===== src/common/hdr_table_pkg.sv =====
package hdr_table_pkg;

   // ****************************************
   // Command and address space
   // ****************************************
   localparam logic [7:0] CMD_READ_PARAM = 8'h5a;
   localparam logic [7:0] ADDR_START = 8'h00;
   localparam logic [7:0] ADDR_RSV_LO = 8'h20;
   localparam logic [7:0] ADDR_PARAM_DATA = 8'h30;
   localparam int ADDR_BITS = 8;
   localparam int CMD_BITS = 8;
   localparam int ADDR_BYTES = 3;
   localparam int DUMMY_BITS = 8;

   // ****************************************
   // Header byte addresses
   // ****************************************
   localparam logic [7:0] A_SIG0 = 8'h00;
   localparam logic [7:0] A_SIG1 = 8'h01;
   localparam logic [7:0] A_SIG2 = 8'h02;
   localparam logic [7:0] A_SIG3 = 8'h03;
   localparam logic [7:0] A_MINOR = 8'h04;
   localparam logic [7:0] A_MAJOR = 8'h05;
   localparam logic [7:0] A_NHDR = 8'h06;
   localparam logic [7:0] A_PROTO = 8'h07;
   localparam logic [7:0] A_H0_IDL = 8'h08;
   localparam logic [7:0] A_H0_MIN = 8'h09;
   localparam logic [7:0] A_H0_MAJ = 8'h0a;
   localparam logic [7:0] A_H0_LEN = 8'h0b;
   localparam logic [7:0] A_H0_P0 = 8'h0c;
   localparam logic [7:0] A_H0_P1 = 8'h0d;
   localparam logic [7:0] A_H0_P2 = 8'h0e;
   localparam logic [7:0] A_H0_IDH = 8'h0f;
   localparam logic [7:0] A_H1_ID = 8'h10;
   localparam logic [7:0] A_H1_MIN = 8'h11;
   localparam logic [7:0] A_H1_MAJ = 8'h12;
   localparam logic [7:0] A_H1_LEN = 8'h13;
   localparam logic [7:0] A_H1_P0 = 8'h14;
   localparam logic [7:0] A_H1_P1 = 8'h15;
   localparam logic [7:0] A_H1_P2 = 8'h16;
   localparam logic [7:0] A_UNUSED = 8'h17;

   // ****************************************
   // Header byte values
   // ****************************************
   localparam logic [7:0] V_SIG0 = 8'h53;
   localparam logic [7:0] V_SIG1 = 8'h46;
   localparam logic [7:0] V_SIG2 = 8'h44;
   localparam logic [7:0] V_SIG3 = 8'h50;
   localparam logic [7:0] V_MINOR = 8'h08;
   localparam logic [7:0] V_MAJOR = 8'h01;
   localparam logic [7:0] V_NHDR = 8'h01;
   localparam logic [7:0] V_PROTO = 8'hff;
   localparam logic [7:0] V_H0_IDL = 8'h00;
   localparam logic [7:0] V_H0_MIN = 8'h07;
   localparam logic [7:0] V_H0_MAJ = 8'h01;
   localparam logic [7:0] V_H0_LEN = 8'h10;
   localparam logic [7:0] V_H0_P0 = 8'h30;
   localparam logic [7:0] V_H0_IDH = 8'hff;
   localparam logic [7:0] V_H1_MIN = 8'h00;
   localparam logic [7:0] V_H1_MAJ = 8'h01;
   localparam logic [7:0] V_H1_LEN = 8'h03;
   localparam logic [7:0] V_H1_P0 = 8'h70;
   localparam logic [7:0] V_ZERO = 8'h00;
   localparam logic [7:0] V_ONES = 8'hff;
   // Maker code byte; value is arbitrary
   localparam logic [7:0] V_MAKER_DEFAULT = 8'ha5;

endpackage : hdr_table_pkg


===== src/rtl/hdr_table_rom.sv =====
`timescale 1ns/100ps
module hdr_table_rom #(
   parameter logic [7:0] MAKER_ID = hdr_table_pkg::V_MAKER_DEFAULT
) (
   // Clock and reset
   input wire logic CLK,
   input wire logic RESET,
   // Serial pins from the host
   input wire logic SCK,
   input wire logic CS_N,
   input wire logic MOSI,
   // Serial data back to the host
   output logic MISO,
   output logic MISO_OE
);

   // ****************************************
   // Pin synchronisers
   // ****************************************
   logic [1:0] sck_s_q;
   logic [1:0] cs_s_q;
   logic [1:0] mosi_s_q;
   logic sck_last_q;

   always_ff @(posedge CLK)
   begin
      sck_s_q <= {sck_s_q[0], SCK};
      cs_s_q <= {cs_s_q[0], CS_N};
      mosi_s_q <= {mosi_s_q[0], MOSI};
      sck_last_q <= sck_s_q[1];
   end

   // Edges come from the second stage only, never the first; the
   // stages need no reset since three reset cycles flush them
   wire sck_rise = sck_s_q[1] & ~sck_last_q;
   wire sck_fall = ~sck_s_q[1] & sck_last_q;
   wire selected = ~cs_s_q[1];
   wire mosi_bit = mosi_s_q[1];

   // ****************************************
   // Command sequencer
   // ****************************************
   typedef enum logic [4:0]
   {
      ST_CMD = 5'b00001,
      ST_ADDR = 5'b00010,
      ST_DUMMY = 5'b00100,
      ST_DATA = 5'b01000,
      ST_IGNORE = 5'b10000
   } seq_state_type;

   seq_state_type state_q;
   seq_state_type state_d;
   logic [7:0] shift_q;
   logic [4:0] bit_cnt_q;
   logic [7:0] addr_q;
   logic [7:0] out_q;
   logic miso_q;
   logic miso_oe_q;
   logic [7:0] rom_byte;

   // ****************************************
   // Phase lengths
   // ****************************************
   // Counts are last-bit indices, so a phase ends on its own edge
   localparam logic [4:0] CMD_LAST = 5'(hdr_table_pkg::CMD_BITS - 1);
   localparam logic [4:0] ADDR_LAST =
      5'(hdr_table_pkg::ADDR_BYTES * 8 - 1);
   localparam logic [4:0] DUMMY_LAST = 5'(hdr_table_pkg::DUMMY_BITS - 1);
   localparam logic [4:0] BYTE_LAST = 5'd7;

   // ****************************************
   // Frame phase decode
   // ****************************************
   // A foreign command parks the sequencer until deselect
   wire [7:0] shift_next = {shift_q[6:0], mosi_bit};
   wire cmd_done = (state_q == ST_CMD) && (bit_cnt_q == CMD_LAST);
   wire cmd_ok = shift_next == hdr_table_pkg::CMD_READ_PARAM;
   wire addr_done = (state_q == ST_ADDR) && (bit_cnt_q == ADDR_LAST);
   wire dummy_done = (state_q == ST_DUMMY) && (bit_cnt_q == DUMMY_LAST);
   wire byte_done = (state_q == ST_DATA) && (bit_cnt_q == BYTE_LAST);
   wire phase_end = cmd_done | addr_done | dummy_done | byte_done;

   // ****************************************
   // Table lookup
   // ****************************************
   // Only the low address byte selects within the 256-byte space
   hdr_table_lookup #(
      .MAKER_ID(MAKER_ID)
   ) u_lookup (
      .addr(addr_q),
      .data(rom_byte)
   );

   // ****************************************
   // Next state
   // ****************************************
   // The data phase never ends by count; only deselect leaves it
   always_comb
   begin
      state_d = state_q;
      unique case (state_q)
         ST_CMD:
            if (cmd_done)
               state_d = cmd_ok ? ST_ADDR : ST_IGNORE;
         ST_ADDR:
            if (addr_done)
               state_d = ST_DUMMY;
         ST_DUMMY:
            if (dummy_done)
               state_d = ST_DATA;
         ST_DATA:
            state_d = ST_DATA;
         ST_IGNORE:
            state_d = ST_IGNORE;
      endcase
   end

   // ****************************************
   // Input side on rising serial edges
   // ****************************************
   // Deselect restarts the sequencer, so a cut frame leaves nothing
   // behind for the next command
   wire seq_clear = RESET || !selected;
   wire [4:0] bit_cnt_next = phase_end ? 5'd0 : bit_cnt_q + 5'd1;

   always_ff @(posedge CLK)
   begin
      if (seq_clear)
      begin
         state_q <= ST_CMD;
         bit_cnt_q <= 5'd0;
         shift_q <= hdr_table_pkg::V_ZERO;
      end
      else if (sck_rise)
      begin
         state_q <= state_d;
         shift_q <= shift_next;
         bit_cnt_q <= bit_cnt_next;
      end
   end

   // ****************************************
   // Address pointer
   // ****************************************
   // Every address bit passes through, so the last byte sent wins;
   // the upper address bytes fall off the 8-bit pointer
   wire addr_take = sck_rise && (state_q == ST_ADDR);
   wire addr_step = sck_rise && byte_done;
   wire [7:0] addr_next = addr_q + 8'h01;

   always_ff @(posedge CLK)
   begin
      if (seq_clear)
         addr_q <= hdr_table_pkg::ADDR_START;
      else if (addr_take)
         addr_q <= shift_next;
      else if (addr_step)
         addr_q <= addr_next;
   end

   // ****************************************
   // Output side on falling serial edges
   // ****************************************
   // Load on the first falling edge of each data byte, so the host
   // samples bit 7 on the next rising edge; wraps past the top.
   wire load_byte = (state_q == ST_DATA) && (bit_cnt_q == 5'd0);
   wire out_step = sck_fall && (state_q == ST_DATA);
   wire [7:0] out_src = load_byte ? rom_byte : out_q;
   wire [7:0] out_next = {out_src[6:0], 1'b0};

   always_ff @(posedge CLK)
   begin
      if (seq_clear)
      begin
         out_q <= hdr_table_pkg::V_ZERO;
         miso_q <= 1'b0;
      end
      else if (out_step)
      begin
         miso_q <= out_src[7];
         out_q <= out_next;
      end
   end

   // ****************************************
   // Pin drive
   // ****************************************
   // The enable follows the first data bit and holds to deselect; the
   // host must keep each serial clock level three system clocks long
   always_ff @(posedge CLK)
   begin
      if (seq_clear)
         miso_oe_q <= 1'b0;
      else if (out_step)
         miso_oe_q <= 1'b1;
   end

   assign MISO = miso_q;
   assign MISO_OE = miso_oe_q;

endmodule : hdr_table_rom


===== src/rtl/hdr_table_lookup.sv =====
`timescale 1ns/100ps
module hdr_table_lookup #(
   parameter logic [7:0] MAKER_ID = hdr_table_pkg::V_MAKER_DEFAULT
) (
   // Address in
   input wire logic [7:0] addr,
   // Byte out
   output logic [7:0] data
);

   // ****************************************
   // Fixed table; no write path exists
   // ****************************************
   always_comb
   begin
      unique case (addr)
         hdr_table_pkg::A_SIG0: data = hdr_table_pkg::V_SIG0;
         hdr_table_pkg::A_SIG1: data = hdr_table_pkg::V_SIG1;
         hdr_table_pkg::A_SIG2: data = hdr_table_pkg::V_SIG2;
         hdr_table_pkg::A_SIG3: data = hdr_table_pkg::V_SIG3;
         hdr_table_pkg::A_MINOR: data = hdr_table_pkg::V_MINOR;
         hdr_table_pkg::A_MAJOR: data = hdr_table_pkg::V_MAJOR;
         hdr_table_pkg::A_NHDR: data = hdr_table_pkg::V_NHDR;
         hdr_table_pkg::A_PROTO: data = hdr_table_pkg::V_PROTO;
         hdr_table_pkg::A_H0_IDL: data = hdr_table_pkg::V_H0_IDL;
         hdr_table_pkg::A_H0_MIN: data = hdr_table_pkg::V_H0_MIN;
         hdr_table_pkg::A_H0_MAJ: data = hdr_table_pkg::V_H0_MAJ;
         hdr_table_pkg::A_H0_LEN: data = hdr_table_pkg::V_H0_LEN;
         hdr_table_pkg::A_H0_P0: data = hdr_table_pkg::V_H0_P0;
         hdr_table_pkg::A_H0_P1: data = hdr_table_pkg::V_ZERO;
         hdr_table_pkg::A_H0_P2: data = hdr_table_pkg::V_ZERO;
         hdr_table_pkg::A_H0_IDH: data = hdr_table_pkg::V_H0_IDH;
         hdr_table_pkg::A_H1_ID: data = MAKER_ID;
         hdr_table_pkg::A_H1_MIN: data = hdr_table_pkg::V_H1_MIN;
         hdr_table_pkg::A_H1_MAJ: data = hdr_table_pkg::V_H1_MAJ;
         hdr_table_pkg::A_H1_LEN: data = hdr_table_pkg::V_H1_LEN;
         hdr_table_pkg::A_H1_P0: data = hdr_table_pkg::V_H1_P0;
         hdr_table_pkg::A_H1_P1: data = hdr_table_pkg::V_ZERO;
         hdr_table_pkg::A_H1_P2: data = hdr_table_pkg::V_ZERO;
         hdr_table_pkg::A_UNUSED: data = hdr_table_pkg::V_ONES;
         // Reserved header space and everything past it reads as ones
         default: data = hdr_table_pkg::V_ONES;
      endcase
   end

endmodule : hdr_table_lookup


===== config.mk =====
export PLATFORM = sky130hd
export DESIGN_NAME = hdr_table_rom
export DESIGN_NICKNAME = d
export VERILOG_FILES = /design/src/common/hdr_table_pkg.sv /design/src/rtl/hdr_table_rom.sv /design/src/rtl/hdr_table_lookup.sv
export SDC_FILE = /design/constraint.sdc
export NUM_CORES = 1
export LEC_CHECK = 0
export ABC_AREA = 1
export BUFFER_PORTS_ARGS = -buffer_cell sky130_fd_sc_hd__buf_2
export CAP_MARGIN = 20
export CORE_MARGIN = 3
export CORE_UTILIZATION = 61
export CTS_CLUSTER_SIZE = 8
export DETAILED_ROUTE_END_ITERATION = 6
export PLACE_DENSITY = 0.79
export SETUP_SLACK_MARGIN = 0.05
export SLEW_MARGIN = 20
export SYNTH_ARGS = -nofsm -noshare
export SYNTH_HDL_FRONTEND = slang
export SYNTH_SLANG_ARGS = --single-unit

===== constraint.sdc =====
create_clock -name CLK -period 3.6 [get_ports CLK]
set_input_delay 0.18 -clock CLK [delete_from_list [all_inputs] [get_ports CLK]]
set_output_delay 0.18 -clock CLK [all_outputs]
set_load 0.01 [all_outputs]

==> impl_metrics.py, run 1 <==
metrics = {
    "sta": {
        "clock_skew_ns": 0.00469,
        "hold_ws_ns": 0.230,
        "finalSetupViolCount": 0,
        "fin_crit_ns": 2.46,
        "hold_viol_final": 0,
        "layout_setup_ws_ns": 1.14,
        "rsz0062_at_grt": "false",
        "setup_tns_ns": 0,
        "fmax_ghz": 0.406,
        "tightest_slew_ns": 0.613,
        "period_share_pct": 68.3,
        "relSlewSlack_pct": 59.0,
        "drv_slew": 0,
    },
    "cts": {
        "path_clk_slew_ns": 0.08,
        "cts_max_path_buffers": 2,
        "htree_levels": 2,
        "cts_sinks": 49,
        "cts_buffers": 5,
        "cts_root_buffer": "clkbuf_8",
        "post_cts_buffers": 0,
        "cts_tree": "yes",
        "insertion_delay_ns": 0.29,
    },
    "worst_setup_path": {
        "path_delay_family": "simple AND/OR/NAND/NOR gates",
        "r2r-start": "sck_last_q",
        "worstPathRequired_ns": 3.79,
        "crit_chain": "nor2_8, nand3_2, inv_2, nor2_1, nand2_1, nand3_1, nand2_2, inv_1, ha_1, nand4_2, nand2_1, o21ai_2, nand2_1",
        "critPathKind": "reg -> reg",
        "worstPathMaxFanout": 19,
        "slowest_delay_ns": 0.37,
        "critPathLaunchType": "register",
        "crit_path_frequent_cell": "nand2_1",
        "cp.buffers_inverters": 2,
        "cp-end-kind": "register",
        "worstSetupStartpoint": "sck_last_q",
        "crit_arrival_ns": 2.65,
        "cp_slowest_cell": "dfxtp_1",
    },
    "cells_and_area": {
        "final_nets": 364,
        "layout-drive-gt1-share_pct": 13.6,
        "insertedDiodeCount": 0,
        "finalNonFillerCells": 400,
        "synthToLayoutAreaGrowth_pct": 7.45,
    },
    "power_and_ir_drop": {
        "design_power_total_mw": 0.957,
        "p_per_area_mw_per_mm2": 351,
        "peakVddDrop_uv": 360,
        "power_leakage_nw": 1.26,
    },
    "synthesis": {
        "yosysMostFrequentCell": "nand2_1",
        "syn_inst": 343,
        "syn_area_per_cell_um2": 7.40,
        "ys_types": 36,
        "yosysTopAreaCellShare_pct": 38.7,
        "syn_nets": 355,
        "ys_seq_area_share_pct": 38.7,
        "netlist_top_cells_count": "nand2_1 (66), dfxtp_1 (49), inv_1 (47)",
        "ys_ff_latch": 49,
        "synth_edf_count": 0,
        "netlist_area_mm2": 0.00254,
        "yosysTopAreaCell": "dfxtp_1",
        "synth_warnings": 0,
        "async_flop_share_pct": 0,
        "synth_ff_type": "dfxtp_1",
        "synth_area_leaders": "dfxtp_1 (39%), nand2_1 (9.8%), o21ai_0 (7.9%)",
    },
    "routing": {
        "wl_per_cell_um": 11.8,
        "num_vias": 2131,
        "drt_wl_total_um": 4710,
        "ant_nets": 0,
        "route.detailed.drc": 0,
        "vias_per_cell": 5.33,
        "drt_first_iter_violations": 169,
        "first_pass_iters": 4,
    },
    "placement": {
        "routabilityCongestion": 0.879,
        "port_buffers": 6,
        "dp_cells": 390,
        "dp_hpwl_um": 3430,
        "dpl_worst_slack_ns": 1.18,
    },
    "job": {
        "drv_cap": 0,
    },
    "floorplan": {
        "core.rowCount": 22,
        "initial_core_util_pct": 66.3,
        "die_area_mm2": 0.00497,
        "io_pins": 7,
        "die_h_um": 70.5,
        "core-area_mm2": 0.00383,
        "die_x_um": 70.5,
    },
    "min_path": {
        "min-delay-start": "RESET",
        "hp-class": "in -> reg",
    },
    "global_route": {
        "grt.total_usage_pct": 19.8,
        "grt_pass1_vias": 1910,
        "grt_pass1_wl_um": 8240,
        "antenna_found_initial": 0,
        "grt_overflow": 0,
        "grt_max_degree": 25,
    },
    "outcome": {
        "outcome": "completed",
    },
}
timing repair:
item                      4_1_cts  5_1_grt
hold endpoints to repair        3        0
hold buffers                    3        0
gates resized for setup         0        0
cells in the final DEF, fill, tap and decap left out, drive strengths merged, types with 2 or more instances in the layout:
cell type	instances
nor3	3
inv	54
nor4	2
clkinv	3
nand2	76
buf	6
ha	7
o211ai	2
nand4	7
dfxtp	49
o21ai	42
nand3	34
dlygate4sd3	3
a21oi	22
xor2	4
nor2	26
clkbuf	5
final timing paths:
check | end | slack [ns] | cells past startpoint
max | register | 1.14 | 13
min | state_q[0] | 0.23 | 3
min reg2reg | mosi_s_q[1] | 0.33 | 0
max reg2reg | register | 1.14 | 13
cell families after synthesis:
kind of cell | share of synthesized area (%)
flops | 38.7
fa+ha+maj | 3.45
compound gates | 14.6
xor+xnor | 1.73
buf+inv | 9.86
simple gates | 31.7
metrics by stage:
| step | util [%] | area, um2 |
|---|---|---|
| 6_report | 71.3 | 2730 |
| 5_1_grt | 71.3 | 2730 |
| 4_1_cts | 71.3 | 2730 |
| 3_5_place_dp | 67.8 | 2590 |
| 3_3_place_gp | 67.8 | 2590 |
| 2_1_floorplan | - | 2540 |
worst register-to-register path, cell delays in order (launching register included):
cell and delay, ns:
dfxtp_1 0.37, nor2_8 0.28, nand3_2 0.34, inv_2 0.23
nor2_1 0.06, nand2_1 0.06, nand3_1 0.10, nand2_2 0.12
inv_1 0.07, ha_1 0.24, nand4_2 0.17, nand2_1 0.12
o21ai_2 0.14, nand2_1 0.06
power breakdown:
part	switching [mW]	internal, mW	total (mW)
logic	0.0189	0.00886	0.0278
registers	0.00505	0.549	0.554
clock network	0.174	0.202	0.376
metal layers:
metal | GRT usage [%] | share of wire, %
met5 | 0 | 0
met4 | 4.89 | 0.70
met1 | 27.2 | 50
met2 | 31.7 | 44
met3 | 4.03 | 4.8
area by class of cell:
class,count,area (um2)
multi-input combinational,231,1310
inverter,56,215
tap,48,60.1
sequential,49,981
clock buffer,5,68.8
timing repair buffer,9,60.1
clock inverter,2,35.0
fill,321,1100
No activity file was read; power rests on OpenSTA's default activity.
==> run 2, diff against run 1 <==
- CORE_UTILIZATION: 61 -> 55
- PLACE_DENSITY: 0.79 -> 0.75
- clock period: 3.6 -> 2.23 ns (I/O delays scaled with it)
==> impl_metrics.py, run 2 (same netlist as run 1, synthesis figures left out) <==
metrics = {
    "global_route": {
        "grt_overflow": 0,
        "antenna_found_initial": 0,
        "grt_pass1_wl_um": 8370,
        "grt.total_usage_pct": 19.7,
        "grt_max_degree": 18,
        "grt_pass1_vias": 1907,
    },
    "routing": {
        "wl_per_cell_um": 12.4,
        "vias_per_cell": 5.19,
        "drt_wl_total_um": 5270,
        "drt_first_iter_violations": 156,
        "first_pass_iters": 4,
        "route.detailed.drc": 0,
        "ant_nets": 0,
        "num_vias": 2211,
    },
    "sta": {
        "setup_tns_ns": 0,
        "fmax_ghz": 0.474,
        "hold_viol_final": 0,
        "period_share_pct": 94.6,
        "clock_skew_ns": 0.0120,
        "fin_crit_ns": 2.11,
        "tightest_slew_ns": 0.465,
        "relSlewSlack_pct": 68.7,
        "hold_ws_ns": 0.219,
        "layout_setup_ws_ns": 0.120,
        "drv_slew": 0,
        "finalSetupViolCount": 0,
    },
    "worst_setup_path": {
        "crit_arrival_ns": 2.31,
        "critPathLaunchType": "register",
        "r2r_cells": 15,
        "worstPathMaxFanout": 7,
        "critPathKind": "reg -> reg",
        "r2r-start": "bit_cnt_q[1]",
        "r2r_slack_ns": 0.12,
        "cp-end-kind": "register",
        "worstPathRequired_ns": 2.43,
        "worstSetupStartpoint": "bit_cnt_q[1]",
    },
    "cts": {
        "htree_levels": 2,
        "cts_tree": "yes",
        "path_clk_slew_ns": 0.09,
        "cts_buffers": 5,
        "cts_sinks": 49,
        "insertion_delay_ns": 0.31,
        "cts_root_buffer": "clkbuf_8",
        "cts_max_path_buffers": 2,
    },
    "cells_and_area": {
        "utilization_pct": 67.9,
        "synthToLayoutAreaGrowth_pct": 18.2,
        "insertedDiodeCount": 0,
        "final_common_cell": "nand2_1",
        "layout-drive-gt1-share_pct": 21.9,
        "final_cell_area_mm2": 0.00300,
        "final_cell_mix": "nand2_1 (62), dfxtp_1 (47), inv_1 (46)",
        "finalNonFillerCells": 426,
        "final_nets": 385,
    },
    "outcome": {
        "outcome": "completed",
    },
    "job": {
        "drv_cap": 0,
    },
    "placement": {
        "dp_cells": 406,
        "port_buffers": 6,
        "dpl_worst_slack_ns": -0.00544,
        "routabilityCongestion": 0.886,
        "post_dp_cell_area_mm2": 0.00269,
        "dp_hpwl_um": 3630,
    },
    "floorplan": {
        "initial_core_util_pct": 57.5,
        "die_h_um": 73.9,
        "die_area_mm2": 0.00546,
        "die_x_um": 73.9,
        "io_pins": 7,
        "core-area_mm2": 0.00441,
        "core.rowCount": 24,
    },
    "power_and_ir_drop": {
        "p_per_area_mw_per_mm2": 529,
        "power_leakage_nw": 1.37,
        "design_power_total_mw": 1.59,
        "peakVddDrop_uv": 515,
    },
    "min_path": {
        "hp-class": "in -> reg",
        "min-delay-start": "RESET",
    },
}
## run 2: cell count changes in the layout (fill, tap and decap cells not counted), sizes merged
cell,change
clkbuf,+1
buf,+21
## run 2: layout make-up
cell class | instances | area, um2
timing repair buffer | 30 | 221
clock buffer | 6 | 72.6
tap | 52 | 65.1
multi-input combinational | 231 | 1400
clock inverter | 2 | 38.8
inverter | 56 | 215
sequential | 49 | 983
fill | 367 | 1420
## run 2: how the worst min path moves through the flow
stage | to | slack, ns | cells after the start
final | state_q[0] | 0.22 | 4
after global routing | state_q[0] | 0.23 | 4
after CTS | state_q[0] | 0.21 | 4
after detailed placement | sck_s_q[0] | 0.22 | 1
after global placement | mosi_s_q[0] | 0.21 | 1
after floorplan | cs_s_q[0] | 0.14 | 0
## run 2: power breakdown
group	total (mW)	leakage, nW	switching (mW)	internal, mW
logic	0.0528	0.912	0.0335	0.0193
registers	0.894	0.399	0.00805	0.886
clock network	0.638	0.0554	0.301	0.337
total	1.59	1.37	0.343	1.24
## run 2: layer usage
| layer | up-vias | share of wire, % | routed length, um | GRT usage [%] |
|---|---|---|---|---|
| met2 | 50 | 46 | 2410 | 31.2 |
| li1 | 1180 | - | - | - |
| met5 | - | 0 | 0 | 0 |
| met1 | 974 | 48 | 2520 | 26.2 |
| met4 | 0 | 1.4 | 72 | 8.45 |
| met3 | 7 | 5.0 | 263 | 3.83 |
## run 2: what timing repair did
action                                 4_1_cts  5_1_grt
setup buffers                                3        6
hold buffers                                 3        0
gates resized for setup                      3       18
endpoints found under the hold margin        3        0
pin swaps                                    1        7
setup endpoints to repair                    7        8
## run 2: critical path, cell delays in order, from the launching register on
cell and delay, ns:
dfxtp_2 0.36, ha_4 0.14, nand2_2 0.07, nor3_4 0.24, nand3_4 0.16, buf_6 0.15
nand2_4 0.05, nand2_2 0.07, nand3_4 0.09, inv_1 0.08, ha_4 0.17, buf_4 0.14
inv_1 0.05, nand3_1 0.07, nand3_1 0.09, nand2_1 0.05
